File: src/verilog/pin_mux_pkg.sv
/*
   Constants shared by the pin function multiplexer: pin count, peripheral
   code width and the reset image of every configuration register.
   Assumes pins are numbered port A bits 0..7, port B 8..15, port C 16..23.
*/
package pin_mux_pkg;

   // ----------------------------------------------------------------------
   // Geometry
   // ----------------------------------------------------------------------
   localparam int DEF_PINS  = 24;                 // Pins served by default
   localparam int CODE_W    = 4;                  // Peripheral code field width
   localparam int NUM_CODES = 16;                 // Codes per pin, 0 is none

   // ----------------------------------------------------------------------
   // Reset images, pin 0 in bit 0 / low nibble
   // ----------------------------------------------------------------------
   localparam logic [DEF_PINS-1:0]        AFSEL_RST = 24'h0f0000;  // Debug pins on port C
   localparam logic [DEF_PINS-1:0]        DEN_RST   = 24'h0f0000;  // Debug pins stay digital
   localparam logic [DEF_PINS-1:0]        ANALOG_SELECT_BIT_RST = 24'h000000;  // No analog isolation
   localparam logic [DEF_PINS*CODE_W-1:0] PCTL_RST  = 96'h0000_3333_0000_1100_0011_1111; // Default codes

endpackage

File: src/verilog/pin_route_cell.sv
/*
   One pin of the function multiplexer: input synchroniser, routing of the
   pad to GPIO, to one peripheral slot or to an analog path, all registered.
   Assumes configuration inputs come from registers on the same clock.
*/
`timescale 1ns/1ps
module pin_route_cell
   import pin_mux_pkg::*;
#(
   parameter int NC = NUM_CODES                   // Peripheral slots per pin
) (
   input  wire logic              clk_sys_i,      // System clock
   input  wire logic              reset_i,        // Synchronous reset, high
   input  wire logic              afsel_i,        // Alternate function select
   input  wire logic              den_i,          // Digital enable
   input  wire logic              analog_select_bit_i,        // Analog mode select
   input  wire logic [CODE_W-1:0] code_i,         // Peripheral mux code
   input  wire logic              gpio_out_i,     // GPIO output data
   input  wire logic              gpio_oe_i,      // GPIO direction, 1 drives
   input  wire logic [NC-1:0]     periph_out_i,   // Peripheral output per slot
   input  wire logic [NC-1:0]     periph_oe_i,    // Peripheral enable per slot
   input  wire logic              pad_in_i,       // Pad level from outside
   output logic                   pad_out_o,      // Level to drive on pad
   output logic                   pad_oe_o,       // High while pad is driven
   output logic                   gpio_in_o,      // Pad level to GPIO logic
   output logic [NC-1:0]          periph_in_o,    // Pad level to chosen slot
   output logic                   iso_en_o,       // Isolated analog path on
   output logic                   direct_an_o     // Direct analog path on
);

   // ----------------------------------------------------------------------
   // State
   // ----------------------------------------------------------------------
   logic          s1_r, s2_r, s3_r, pin_val_r;              // Synchroniser
   logic          s1_nxt, s2_nxt, s3_nxt, pin_val_nxt;
   logic          pad_out_nxt, pad_oe_nxt, gpio_in_nxt;      // Routed outputs
   logic [NC-1:0] periph_in_nxt;
   logic          iso_nxt, direct_nxt;
   logic          alt_on;                                     // Alternate active

   // ----------------------------------------------------------------------
   // Next values
   // ----------------------------------------------------------------------
   // Routing decision and synchroniser advance
   always_comb begin
      s1_nxt        = pad_in_i;
      s2_nxt        = s1_r;
      s3_nxt        = s2_r;
      // Level accepted only once the two settled stages agree
      pin_val_nxt   = (s2_r == s3_r) ? s3_r : pin_val_r;
      alt_on        = afsel_i && den_i;
      pad_out_nxt   = 1'b0;
      pad_oe_nxt    = 1'b0;
      periph_in_nxt = '0;
      if (alt_on) begin
         // Code 0 names no peripheral, so the pad is left undriven
         if (code_i != '0) begin
            pad_out_nxt           = periph_out_i[code_i];
            pad_oe_nxt            = periph_oe_i[code_i];
            periph_in_nxt[code_i] = pin_val_r;
         end
      end else if (den_i) begin
         // Plain GPIO, code field ignored
         pad_out_nxt = gpio_out_i;
         pad_oe_nxt  = gpio_oe_i;
      end
      gpio_in_nxt = den_i ? pin_val_r : 1'b0;
      iso_nxt     = !den_i && analog_select_bit_i;
      direct_nxt  = !den_i && !analog_select_bit_i;
   end

   // ----------------------------------------------------------------------
   // Registers
   // ----------------------------------------------------------------------
   always_ff @(posedge clk_sys_i) begin
      if (reset_i) begin
         s1_r        <= 1'b0;
         s2_r        <= 1'b0;
         s3_r        <= 1'b0;
         pin_val_r   <= 1'b0;
         pad_out_o   <= 1'b0;
         pad_oe_o    <= 1'b0;
         gpio_in_o   <= 1'b0;
         periph_in_o <= '0;
         iso_en_o    <= 1'b0;
         direct_an_o <= 1'b0;
      end else begin
         s1_r        <= s1_nxt;
         s2_r        <= s2_nxt;
         s3_r        <= s3_nxt;
         pin_val_r   <= pin_val_nxt;
         pad_out_o   <= pad_out_nxt;
         pad_oe_o    <= pad_oe_nxt;
         gpio_in_o   <= gpio_in_nxt;
         periph_in_o <= periph_in_nxt;
         iso_en_o    <= iso_nxt;
         direct_an_o <= direct_nxt;
      end
   end
endmodule

File: src/verilog/pin_function_mux.sv
/*
   Pin function multiplexer: holds per-pin alternate select, digital enable,
   analog mode and peripheral code, and routes every pin through one cell.
   Assumes write strobes are one-cycle pulses on the system clock and that
   pad inputs are asynchronous to it.
*/
// Summary of operation
// - Pins reset to direct analog except debug pins
// - Any reset restores all pin configuration
// - Alternate needs select and digital enable
// - Code field picks the connected peripheral
// - Default code 0x1 on pins 0-5, 10, 11; debug pins select 0x3
// - Digital off, analog on: isolated path
// - Digital off alone: direct analog path
`timescale 1ns/1ps
module pin_function_mux
   import pin_mux_pkg::*;
#(
   parameter int NUM_PINS = DEF_PINS,             // Pins served
   parameter int NC       = NUM_CODES             // Peripheral slots per pin
) (
   input  wire logic                       clk_sys_i,     // System clock, 20 MHz
   input  wire logic                       reset_i,       // Power-on or pin reset, high
   input  wire logic                       afsel_wr_i,    // Write alternate select
   input  wire logic [NUM_PINS-1:0]        afsel_wdata_i, // New alternate select
   input  wire logic                       den_wr_i,      // Write digital enable
   input  wire logic [NUM_PINS-1:0]        den_wdata_i,   // New digital enable
   input  wire logic                       analog_select_bit_wr_i,    // Write analog mode
   input  wire logic [NUM_PINS-1:0]        analog_select_bit_wdata_i, // New analog mode
   input  wire logic                       pctl_wr_i,     // Write code field
   input  wire logic [NUM_PINS*CODE_W-1:0] pctl_wdata_i,  // New codes
   input  wire logic [NUM_PINS-1:0]        gpio_out_i,    // GPIO output data
   input  wire logic [NUM_PINS-1:0]        gpio_oe_i,     // GPIO direction
   input  wire logic [NUM_PINS*NC-1:0]     periph_out_i,  // Peripheral outputs
   input  wire logic [NUM_PINS*NC-1:0]     periph_oe_i,   // Peripheral enables
   input  wire logic [NUM_PINS-1:0]        pad_in_i,      // Pad levels
   output logic [NUM_PINS-1:0]             pad_out_o,     // Pad drive levels
   output logic [NUM_PINS-1:0]             pad_oe_o,      // Pad drive enables
   output logic [NUM_PINS-1:0]             gpio_in_o,     // Pad levels to GPIO
   output logic [NUM_PINS*NC-1:0]          periph_in_o,   // Pad levels to slots
   output logic [NUM_PINS-1:0]             iso_en_o,      // Isolated analog on
   output logic [NUM_PINS-1:0]             direct_an_o,   // Direct analog on
   output logic [NUM_PINS-1:0]             afsel_o,       // alternate_function_select_reg
   output logic [NUM_PINS-1:0]             den_o,         // digital_enable_reg
   output logic [NUM_PINS-1:0]             analog_select_bit_o,       // analog_mode_select_reg
   output logic [NUM_PINS*CODE_W-1:0]      pctl_o         // port_control_mux_reg
);

   // ----------------------------------------------------------------------
   // Elaboration checks
   // ----------------------------------------------------------------------
   // Reset images are laid out for exactly the default pin count
   if (NUM_PINS != DEF_PINS) begin : g_bad_pins
      $error("NUM_PINS must equal the default pin count");
   end
   if (NC != (1 << CODE_W)) begin : g_bad_slots
      $error("NC must cover every code of the field");
   end

   // ----------------------------------------------------------------------
   // Configuration registers
   // ----------------------------------------------------------------------
   logic [NUM_PINS-1:0]        afsel_nxt;         // Next alternate select
   logic [NUM_PINS-1:0]        den_nxt;           // Next digital enable
   logic [NUM_PINS-1:0]        analog_select_bit_nxt;         // Next analog mode
   logic [NUM_PINS*CODE_W-1:0] pctl_nxt;          // Next code field

   // Each register loads on its own strobe, else holds
   always_comb begin
      afsel_nxt = afsel_wr_i ? afsel_wdata_i : afsel_o;
      den_nxt   = den_wr_i   ? den_wdata_i   : den_o;
      analog_select_bit_nxt = analog_select_bit_wr_i ? analog_select_bit_wdata_i : analog_select_bit_o;
      pctl_nxt  = pctl_wr_i  ? pctl_wdata_i  : pctl_o;
   end

   // Reset returns all pins to their default assignment
   always_ff @(posedge clk_sys_i) begin
      if (reset_i) begin
         afsel_o <= AFSEL_RST;
         den_o   <= DEN_RST;
         analog_select_bit_o <= ANALOG_SELECT_BIT_RST;
         pctl_o  <= PCTL_RST;
      end else begin
         afsel_o <= afsel_nxt;
         den_o   <= den_nxt;
         analog_select_bit_o <= analog_select_bit_nxt;
         pctl_o  <= pctl_nxt;
      end
   end

   // ----------------------------------------------------------------------
   // Per-pin routing
   // ----------------------------------------------------------------------
   for (genvar p = 0; p < NUM_PINS; p++) begin : g_pin
      pin_route_cell #(
         .NC           (NC)
      ) u_cell (
         .clk_sys_i    (clk_sys_i),
         .reset_i      (reset_i),
         .afsel_i      (afsel_o[p]),
         .den_i        (den_o[p]),
         .analog_select_bit_i      (analog_select_bit_o[p]),
         .code_i       (pctl_o[p*CODE_W +: CODE_W]),
         .gpio_out_i   (gpio_out_i[p]),
         .gpio_oe_i    (gpio_oe_i[p]),
         .periph_out_i (periph_out_i[p*NC +: NC]),
         .periph_oe_i  (periph_oe_i[p*NC +: NC]),
         .pad_in_i     (pad_in_i[p]),
         .pad_out_o    (pad_out_o[p]),
         .pad_oe_o     (pad_oe_o[p]),
         .gpio_in_o    (gpio_in_o[p]),
         .periph_in_o  (periph_in_o[p*NC +: NC]),
         .iso_en_o     (iso_en_o[p]),
         .direct_an_o  (direct_an_o[p])
      );
   end
endmodule

File: config.mk
export PLATFORM = sky130hd
export DESIGN_NAME = pin_function_mux
export DESIGN_NICKNAME = d
export VERILOG_FILES = /design/src/verilog/pin_mux_pkg.sv /design/src/verilog/pin_route_cell.sv /design/src/verilog/pin_function_mux.sv
export SDC_FILE = /design/constraint.sdc
export NUM_CORES = 1
export LEC_CHECK = 0
export ABC_AREA = 1
export BUFFER_PORTS_ARGS = -buffer_cell sky130_fd_sc_hd__buf_2
export CORE_AREA = 2 2 653 655
export CTS_CLUSTER_SIZE = 30
export DETAILED_ROUTE_END_ITERATION = 8
export DIE_AREA = 0 0 655 657
export MAX_ROUTING_LAYER = met4
export PLACE_DENSITY = 0.3
export SLEW_MARGIN = 5
export SYNTH_ARGS = -nofsm -noshare
export SYNTH_HDL_FRONTEND = slang
export SYNTH_SLANG_ARGS = --single-unit
File: constraint.sdc
create_clock -name clk_sys_i -period 1.49 [get_ports clk_sys_i]
set_input_delay 0.0745 -clock clk_sys_i [delete_from_list [all_inputs] [get_ports clk_sys_i]]
set_output_delay 0.0745 -clock clk_sys_i [all_outputs]
set_load 0.005 [all_outputs]
==> reports/qor.csv, run 1 <==
stage;metric;value;unit
worst_hold_path;hold_path.class;primary input to flop;
critical_path;crit_arrival;1.63;ns
layout;multiInputGateArea;17500;µm²
run_status;violations;setup timing;
clock_tree;cts_max_level;3;
clock_tree;root_buffer;clkbuf_16;
layout;drive_gt1_frac;0.448;
synthesis;yosys.cell_types.count;35;
critical_path;slowest_stage;dfxtp_2;
layout;layout_commonest_cell;nand2_1;
layout;fillCellCount;48200;
layout;layout.nets;9555;
critical_path;slowest_delay;0.33;ns
critical_path;cp.required;1.42;ns
sta;fmax;586;MHz
sta;relSlewSlack;0.336;
sta;drv_slew;0;
sta;finalSetupViolCount;83;
route;drt_iter0_drc;2812;
clock_tree;clk_pin_slew;0.06;ns
sta;fin_tns_setup;-3.90;ns
global_route;grt_pass1_wl;411;mm
layout;post-route-util;0.186;
clock_tree;numCtsBuffers;111;
synthesis;yosysSeqAreaShare;0.466;
placed_design;io_buffers;1685;
run;max-cap-violations;0;
placed_design;place.gp.congestion;0.887;
power_and_ir_drop;max-vdd-ir-drop;0.000788;V
floorplan;die_y;657;µm
sta;hold_violations;0;
critical_path;cpMostUsedCell;buf_6;
route;drc_errors;0;
synthesis;synthCells;4917;
power_and_ir_drop;powerDensity;876;nW/µm²
floorplan;initial_utilization;0.0780;
synthesis;yosys_register_bits;768;
sta;holdWs;0.0353;ns
route;vias_per_cell;3.24;
floorplan;rows;239;
run_status;status;complete, but fails checks;
floorplan;die_area;430000;µm²
layout;seq_area;16000;µm²
clock_tree;insertion_delay;0.89;ns
power_and_ir_drop;leakagePower;36.9;nW
layout;synthToLayoutAreaGrowth;138;%
critical_path;startpoint_type;flop;
critical_path;crit_type;flop to output port;
critical_path;endpoint_kind;output port;
route;vias;46400;
sta;period_minus_slack;1.71;ns
placed_design;dp_hpwl;256;mm
sta;rsz0062_at_grt;yes;
synthesis;synth.cell_area;33000;µm²
power_and_ir_drop;finalPower;0.0689;W
global_route;grt_max_degree;34;
synthesis;ys_warn_count;0;
global_route;use_met3;0.0210;
global_route;antenna_found_initial;83;
layout;final_cell_mix;nand2_1, buf_2, dlygate4sd3_1;
route;wl;319;mm
sta;tightestPinTransition;0.993;ns
route;wire_per_inst;22.3;µm
global_route;grt_pass1_vias;47500;
floorplan;pin_count;1686;
sta;post-route-period-util;1.14;
critical_path;crit_chain;buf_6 -> buf_8 -> buf_6 -> buf_6;
route;dr.pass1.iters;5;
floorplan;core-area;423000;µm²
floorplan;dieWidth;655;µm
global_route;gr-total-overflow;0;
global_route;met2_usage;0.249;
clock_tree;cts_sinks;768;
clock_tree;clk_path_buf_depth;4;
global_route;use_met1;0.175;
clock_tree;cts_tree;done;
critical_path;crit_fanout;2;
sta;finalWorstSetupSlack;-0.216;ns
global_route;grt_busiest_layer;met2;
route;ant_nets;0;
synthesis;syn_area_per_cell;6.71;µm²
global_route;track_usage;0.144;
sta;skew;0.107;ns
power breakdown:
group / switching, W / internal, W
clock network: 0.0116 / 0.0184
logic: 0.00905 / 0.00832
registers: 0.000469 / 0.0211
state kept, by name, summed over array words and instances, names as in the netlist:
name                      cells
g_pin.u_cell.periph_in_o    384
pctl_o                       96
afsel_o                      24
analog_select_bit_o          24
den_o                        24
g_pin.u_cell.direct_an_o     24
g_pin.u_cell.gpio_in_o       24
g_pin.u_cell.iso_en_o        24
g_pin.u_cell.pad_oe_o        24
g_pin.u_cell.pad_out_o       24
g_pin.u_cell.pin_val_r       24
g_pin.u_cell.s1_r            24
g_pin.u_cell.s2_r            24
g_pin.u_cell.s3_r            24
layout make-up:
class                           instances  area share
Timing Repair Buffer                 3864       0.412
Multi-Input combinational cell       3463       0.223
Sequential cell                       768       0.204
Tap cell                             5663      0.0901
Clock buffer                          151      0.0404
Inverter                              332      0.0186
Clock inverter                         47      0.0105
Antenna cell                           53     0.00169
Timing Repair inverter                  1    0.000255
path summary, 6_finish.rpt:
check,start,endpoint,slack (ns),depth (start not counted)
max,pctl_o[8],pctl_o[8],-0.22,4
min,reset_i,pctl_o[6],0.04,6
max reg2reg,pctl_o[72],g_pin[18].u_cell.pad_oe_o,-0.15,12
min reg2reg,g_pin[11].u_cell.s1_r,g_pin[11].u_cell.s2_r,0.40,2
stage by stage:
step           setup slack (ns)  instance area, µm²  instances
2_1_floorplan             0.166               33100       4940
3_3_place_gp             -0.669               52800      12600
3_5_place_dp             -0.665               52800      12600
4_1_cts                  -0.331               75100      14200
5_1_grt                  -0.309               78600      14300
6_report                 -0.216               78600      14300
repair_timing:
item,CTS,global route
gates resized for setup,1339,860
hold buffers,1297,35
pin swaps,114,338
endpoints found under the setup margin,494,468
hold endpoints to repair,291,46
buffers inserted,230,61
gates cloned,3,16
per-layer routing:
layer | share of wire | vias up
met4 | 0.025 | 0
met3 | 0.049 | 301
li1 | - | 22300
met2 | 0.49 | 1571
met5 | 0 | -
met1 | 0.43 | 22300
cell families (layout without fill, tap and decap cells):
kind of cell | count (synthesis) | count (layout) | share of synthesized area
other cells | 1 | 77 | 0.000114
simple gates | 3057 | 3057 | 0.366
buf+inv | 709 | 4395 | 0.108
flops | 768 | 768 | 0.466
compound gates | 382 | 382 | 0.0603
cells in the mapped netlist, drive strengths merged:
cell	instances	area [µm²]
a211oi	25	193
a21oi	143	719
buf	294	1990
clkbuf	83	314
clkinv	32	121
conb	1	3.75
dfxtp	768	15400
inv	300	1130
nand2	2228	8390
nand3	59	325
nand4	74	488
nor2	583	2240
nor3	90	470
nor3b	7	52.6
nor4	16	100
o21ai	214	1080
worst max-delay path, delay by kind of cell, from the launching register on:
family                 cells  cell delay, ns
buffers and inverters      4            0.48
flip-flops                 1            0.33
Note: power is estimated with default switching activity, not from simulation.
==> inputs of run 2 (changes only) <==
--- a/config.mk
+++ b/config.mk
@@ -13,6 +13,7 @@
 export DIE_AREA = 0 0 655 657
 export MAX_ROUTING_LAYER = met4
 export PLACE_DENSITY = 0.3
+export SETUP_SLACK_MARGIN = 0.2
 export SLEW_MARGIN = 5
 export SYNTH_ARGS = -nofsm -noshare
 export SYNTH_HDL_FRONTEND = slang
==> run 2 against run 1 <==
Compared with the run above: the flow still finishes with violations (setup timing); total power shrank 1.8%; non-clock buffer count rose by 126; maximum frequency shrank 8.9%; core utilization is 0.80 points higher; count of clock-buffer cells in the layout stayed put; sequential share of layout area down 0.76 points; hold slack worse by 0.00090 ns; die area did not move; combinational power increased by 5%; sequential cell count unchanged; critical path depth rose by 4; register-to-register slack worse by 0.03 ns; critical endpoint is now afsel_o[10]; highest routed layer unchanged.
==> reports/qor.csv, run 2 (synthesis results as in run 1) <==
stage;metric;value;unit;change
run_status;status;complete, but fails checks;;
run_status;violations;setup timing;;
layout;synthToLayoutAreaGrowth;149;%;
sta;hold_violations;0;;unchanged
layout;fillCellCount;47900;;-0.49%
floorplan;rows;239;;unchanged
power_and_ir_drop;p_comb_frac;0.269;;+0.017
clock_tree;clk_path_buf_depth;4;;unchanged
critical_path;endpoint_kind;flop;;
floorplan;dieWidth;655;µm;unchanged
global_route;grt_pass1_vias;48200;;+1.4%
sta;skew;0.0529;ns;-0.0545 ns
layout;fin_cells;14500;;+1.1%
layout;final_cell_mix;nand2_1, buf_2, dlygate4sd3_1;;
route;dr.pass1.iters;5;;unchanged
clock_tree;root_buffer;clkbuf_16;;
sta;finalSetupViolCount;129;;+55%
global_route;antenna_found_initial;139;;+67%
placed_design;dp_hpwl;264;mm;+2.9%
clock_tree;cts_tree;done;;
route;wl;333;mm;+4.2%
clock_tree;cts_max_level;3;;unchanged
power_and_ir_drop;clockPowerShare;0.412;;-0.023
placed_design;place.gp.congestion;0.902;;+1.7%
critical_path;crit_fanout;19;;+17
layout;fin_area;82000;µm²;+4.3%
placed_design;dp_slack;-0.517;ns;+0.148 ns
layout;layout_commonest_cell;nand2_1;;
floorplan;die_area;430000;µm²;unchanged
clock_tree;clk_pin_slew;0.06;ns;about the same
layout;largest_reg_flops;384;;unchanged
sta;period_minus_slack;1.87;ns;+0.166 ns
global_route;grt_max_degree;40;;+18%
placed_design;place_area;52100;µm²;-1.2%
floorplan;initial_utilization;0.0780;;unchanged
clock_tree;cts_sinks;768;;unchanged
route;vias;47400;;+2.0%
layout;top_regs;g_pin.u_cell.periph_in_o x384, pctl_o x96;;
global_route;grt_pass1_wl;427;mm;+4.0%
floorplan;core-area;423000;µm²;unchanged
route;wire_per_inst;22.9;µm;+3.0%
placed_design;dp.cells;12500;;-0.41%
sta;finalWorstSetupSlack;-0.382;ns;-0.166 ns
power_and_ir_drop;max-vdd-ir-drop;0.000805;V;+2.1%
sta;relSlewSlack;0.380;;+0.0434
power_and_ir_drop;leakagePower;38.1;nW;+3.2%
global_route;track_usage;0.151;;+0.00682
critical_path;crit_type;primary input to flop;;
clock_tree;numCtsBuffers;111;;unchanged
layout;regMostFlops;g_pin.u_cell.periph_in_o;;
sta;drv_slew;0;;unchanged
sta;fin_tns_setup;-6.76;ns;-2.87 ns
critical_path;crit_arrival;2.58;ns;+0.95 ns
critical_path;cp.required;2.20;ns;+0.78 ns
placed_design;io_buffers;1685;;unchanged
run;max-cap-violations;0;;unchanged
route;drt_iter0_drc;2754;;-2.1%
layout;drive_gt1_frac;0.487;;+0.0384
route;ant_nets;0;;unchanged
layout;layout.nets;9680;;+1.3%
sta;rsz0062_at_grt;yes;;
power_and_ir_drop;powerDensity;825;nW/µm²;-5.9%
power_and_ir_drop;p_int;0.0464;W;-3.0%
floorplan;pin_count;1686;;unchanged
power_and_ir_drop;switchingPower;0.0212;W;+0.69%
route;drc_errors;0;;unchanged
floorplan;die_y;657;µm;unchanged
power_and_ir_drop;power.share.sequential;0.319;;+0.006
worst_hold_path;hold_path.class;primary input to flop;;
clock_tree;insertion_delay;0.86;ns;-0.03 ns
global_route;gr-total-overflow;0;;unchanged
sta;tightestPinTransition;0.928;ns;-0.0648 ns
sta;post-route-period-util;1.26;;+0.112
route;vias_per_cell;3.27;;+0.85%
sta;fmax;534;MHz;-8.9%
critical_path;startpoint_type;primary input;;
sta;holdWs;0.0344;ns;-0.000904 ns
power_and_ir_drop;swShare;0.314;;+0.00789
==> run 2: cell types whose count changed in the layout (fill, tap and decap cells not counted), sizes merged <==
cell | previous run | this run
clkinv | 38 | 48
dlygate4sd3 | 1319 | 1309
bufinv | 20 | 10
dlymetal6s4s | 3 | 5
clkbuf | 166 | 156
diode | 53 | 94
buf | 2527 | 2671
inv | 314 | 308
clkinvlp | 8 | 9
==> run 2: metal layers <==
metal | part of all wire | GRT usage | vias up
li1 | - | - | 22700
met1 | 0.41 | 0.176 | 22600
met2 | 0.50 | 0.263 | 1707
met3 | 0.063 | 0.0308 | 356
met4 | 0.028 | 0.0374 | 0
met5 | 0 | - | -
==> run 2: path summary, 6_finish.rpt <==
kind / startpoint / to / slack, ns / depth (start not counted)
max: afsel_wr_i / afsel_o[10] / -0.38 / 8
min: pctl_wr_i / pctl_o[72] / 0.03 / 5
max reg2reg: pctl_o[68] / g_pin[17].u_cell.pad_oe_o / -0.18 / 13
min reg2reg: g_pin[8].u_cell.s1_r / g_pin[8].u_cell.s2_r / 0.40 / 2
==> run 2: power by group through the flow <==
| stage | clock [W] | combinational, W | sequential (W) |
|---|---|---|---|
| 4_1_cts | 0.0290 | 0.0172 | 0.0215 |
| 3_5_place_dp | 0 | 0.0110 | 0.0220 |
| 2_1_floorplan | 0 | 0.00379 | 0.0219 |
| 6_report | 0.0279 | 0.0182 | 0.0215 |
| 3_3_place_gp | 0 | 0.0111 | 0.0220 |
| 5_1_grt | 0.0295 | 0.0195 | 0.0216 |
==> run 2: repair_timing <==
action,CTS,global route
setup buffers,278,88
gates cloned,15,6
setup endpoints to repair,1027,1122
hold buffers,1331,3
pin swaps,207,381
hold endpoints to repair,353,59
resized for setup,1891,926
==> run 2: stage by stage <==
stage	utilization	total power, W
3_3_place_gp	0.123	0.0331
2_1_floorplan	-	0.0257
3_5_place_dp	0.123	0.0330
4_1_cts	0.184	0.0677
6_report	0.194	0.0676
5_1_grt	0.194	0.0706
==> run 2: layout make-up <==
cell class | instances | area (µm²) | share of cell area
Clock buffer | 151 | 3130 | 0.0382
Tap cell | 5663 | 7090 | 0.0864
Sequential cell | 768 | 16100 | 0.196
Timing Repair Buffer | 3990 | 34900 | 0.426
Inverter | 332 | 1510 | 0.0184
Antenna cell | 94 | 235 | 0.00287
Multi-Input combinational cell | 3463 | 18500 | 0.226
Clock inverter | 43 | 527 | 0.00642
==> run 2: critical path, cell delays in order <==
cell and delay (ns):
buf_2 0.07, dlygate4sd3_1 0.61, inv_4 0.09, buf_12 0.16
o21ai_2 0.22, dlygate4sd3_1 0.56, a21oi_1 0.04, dlygate4sd3_1 0.57
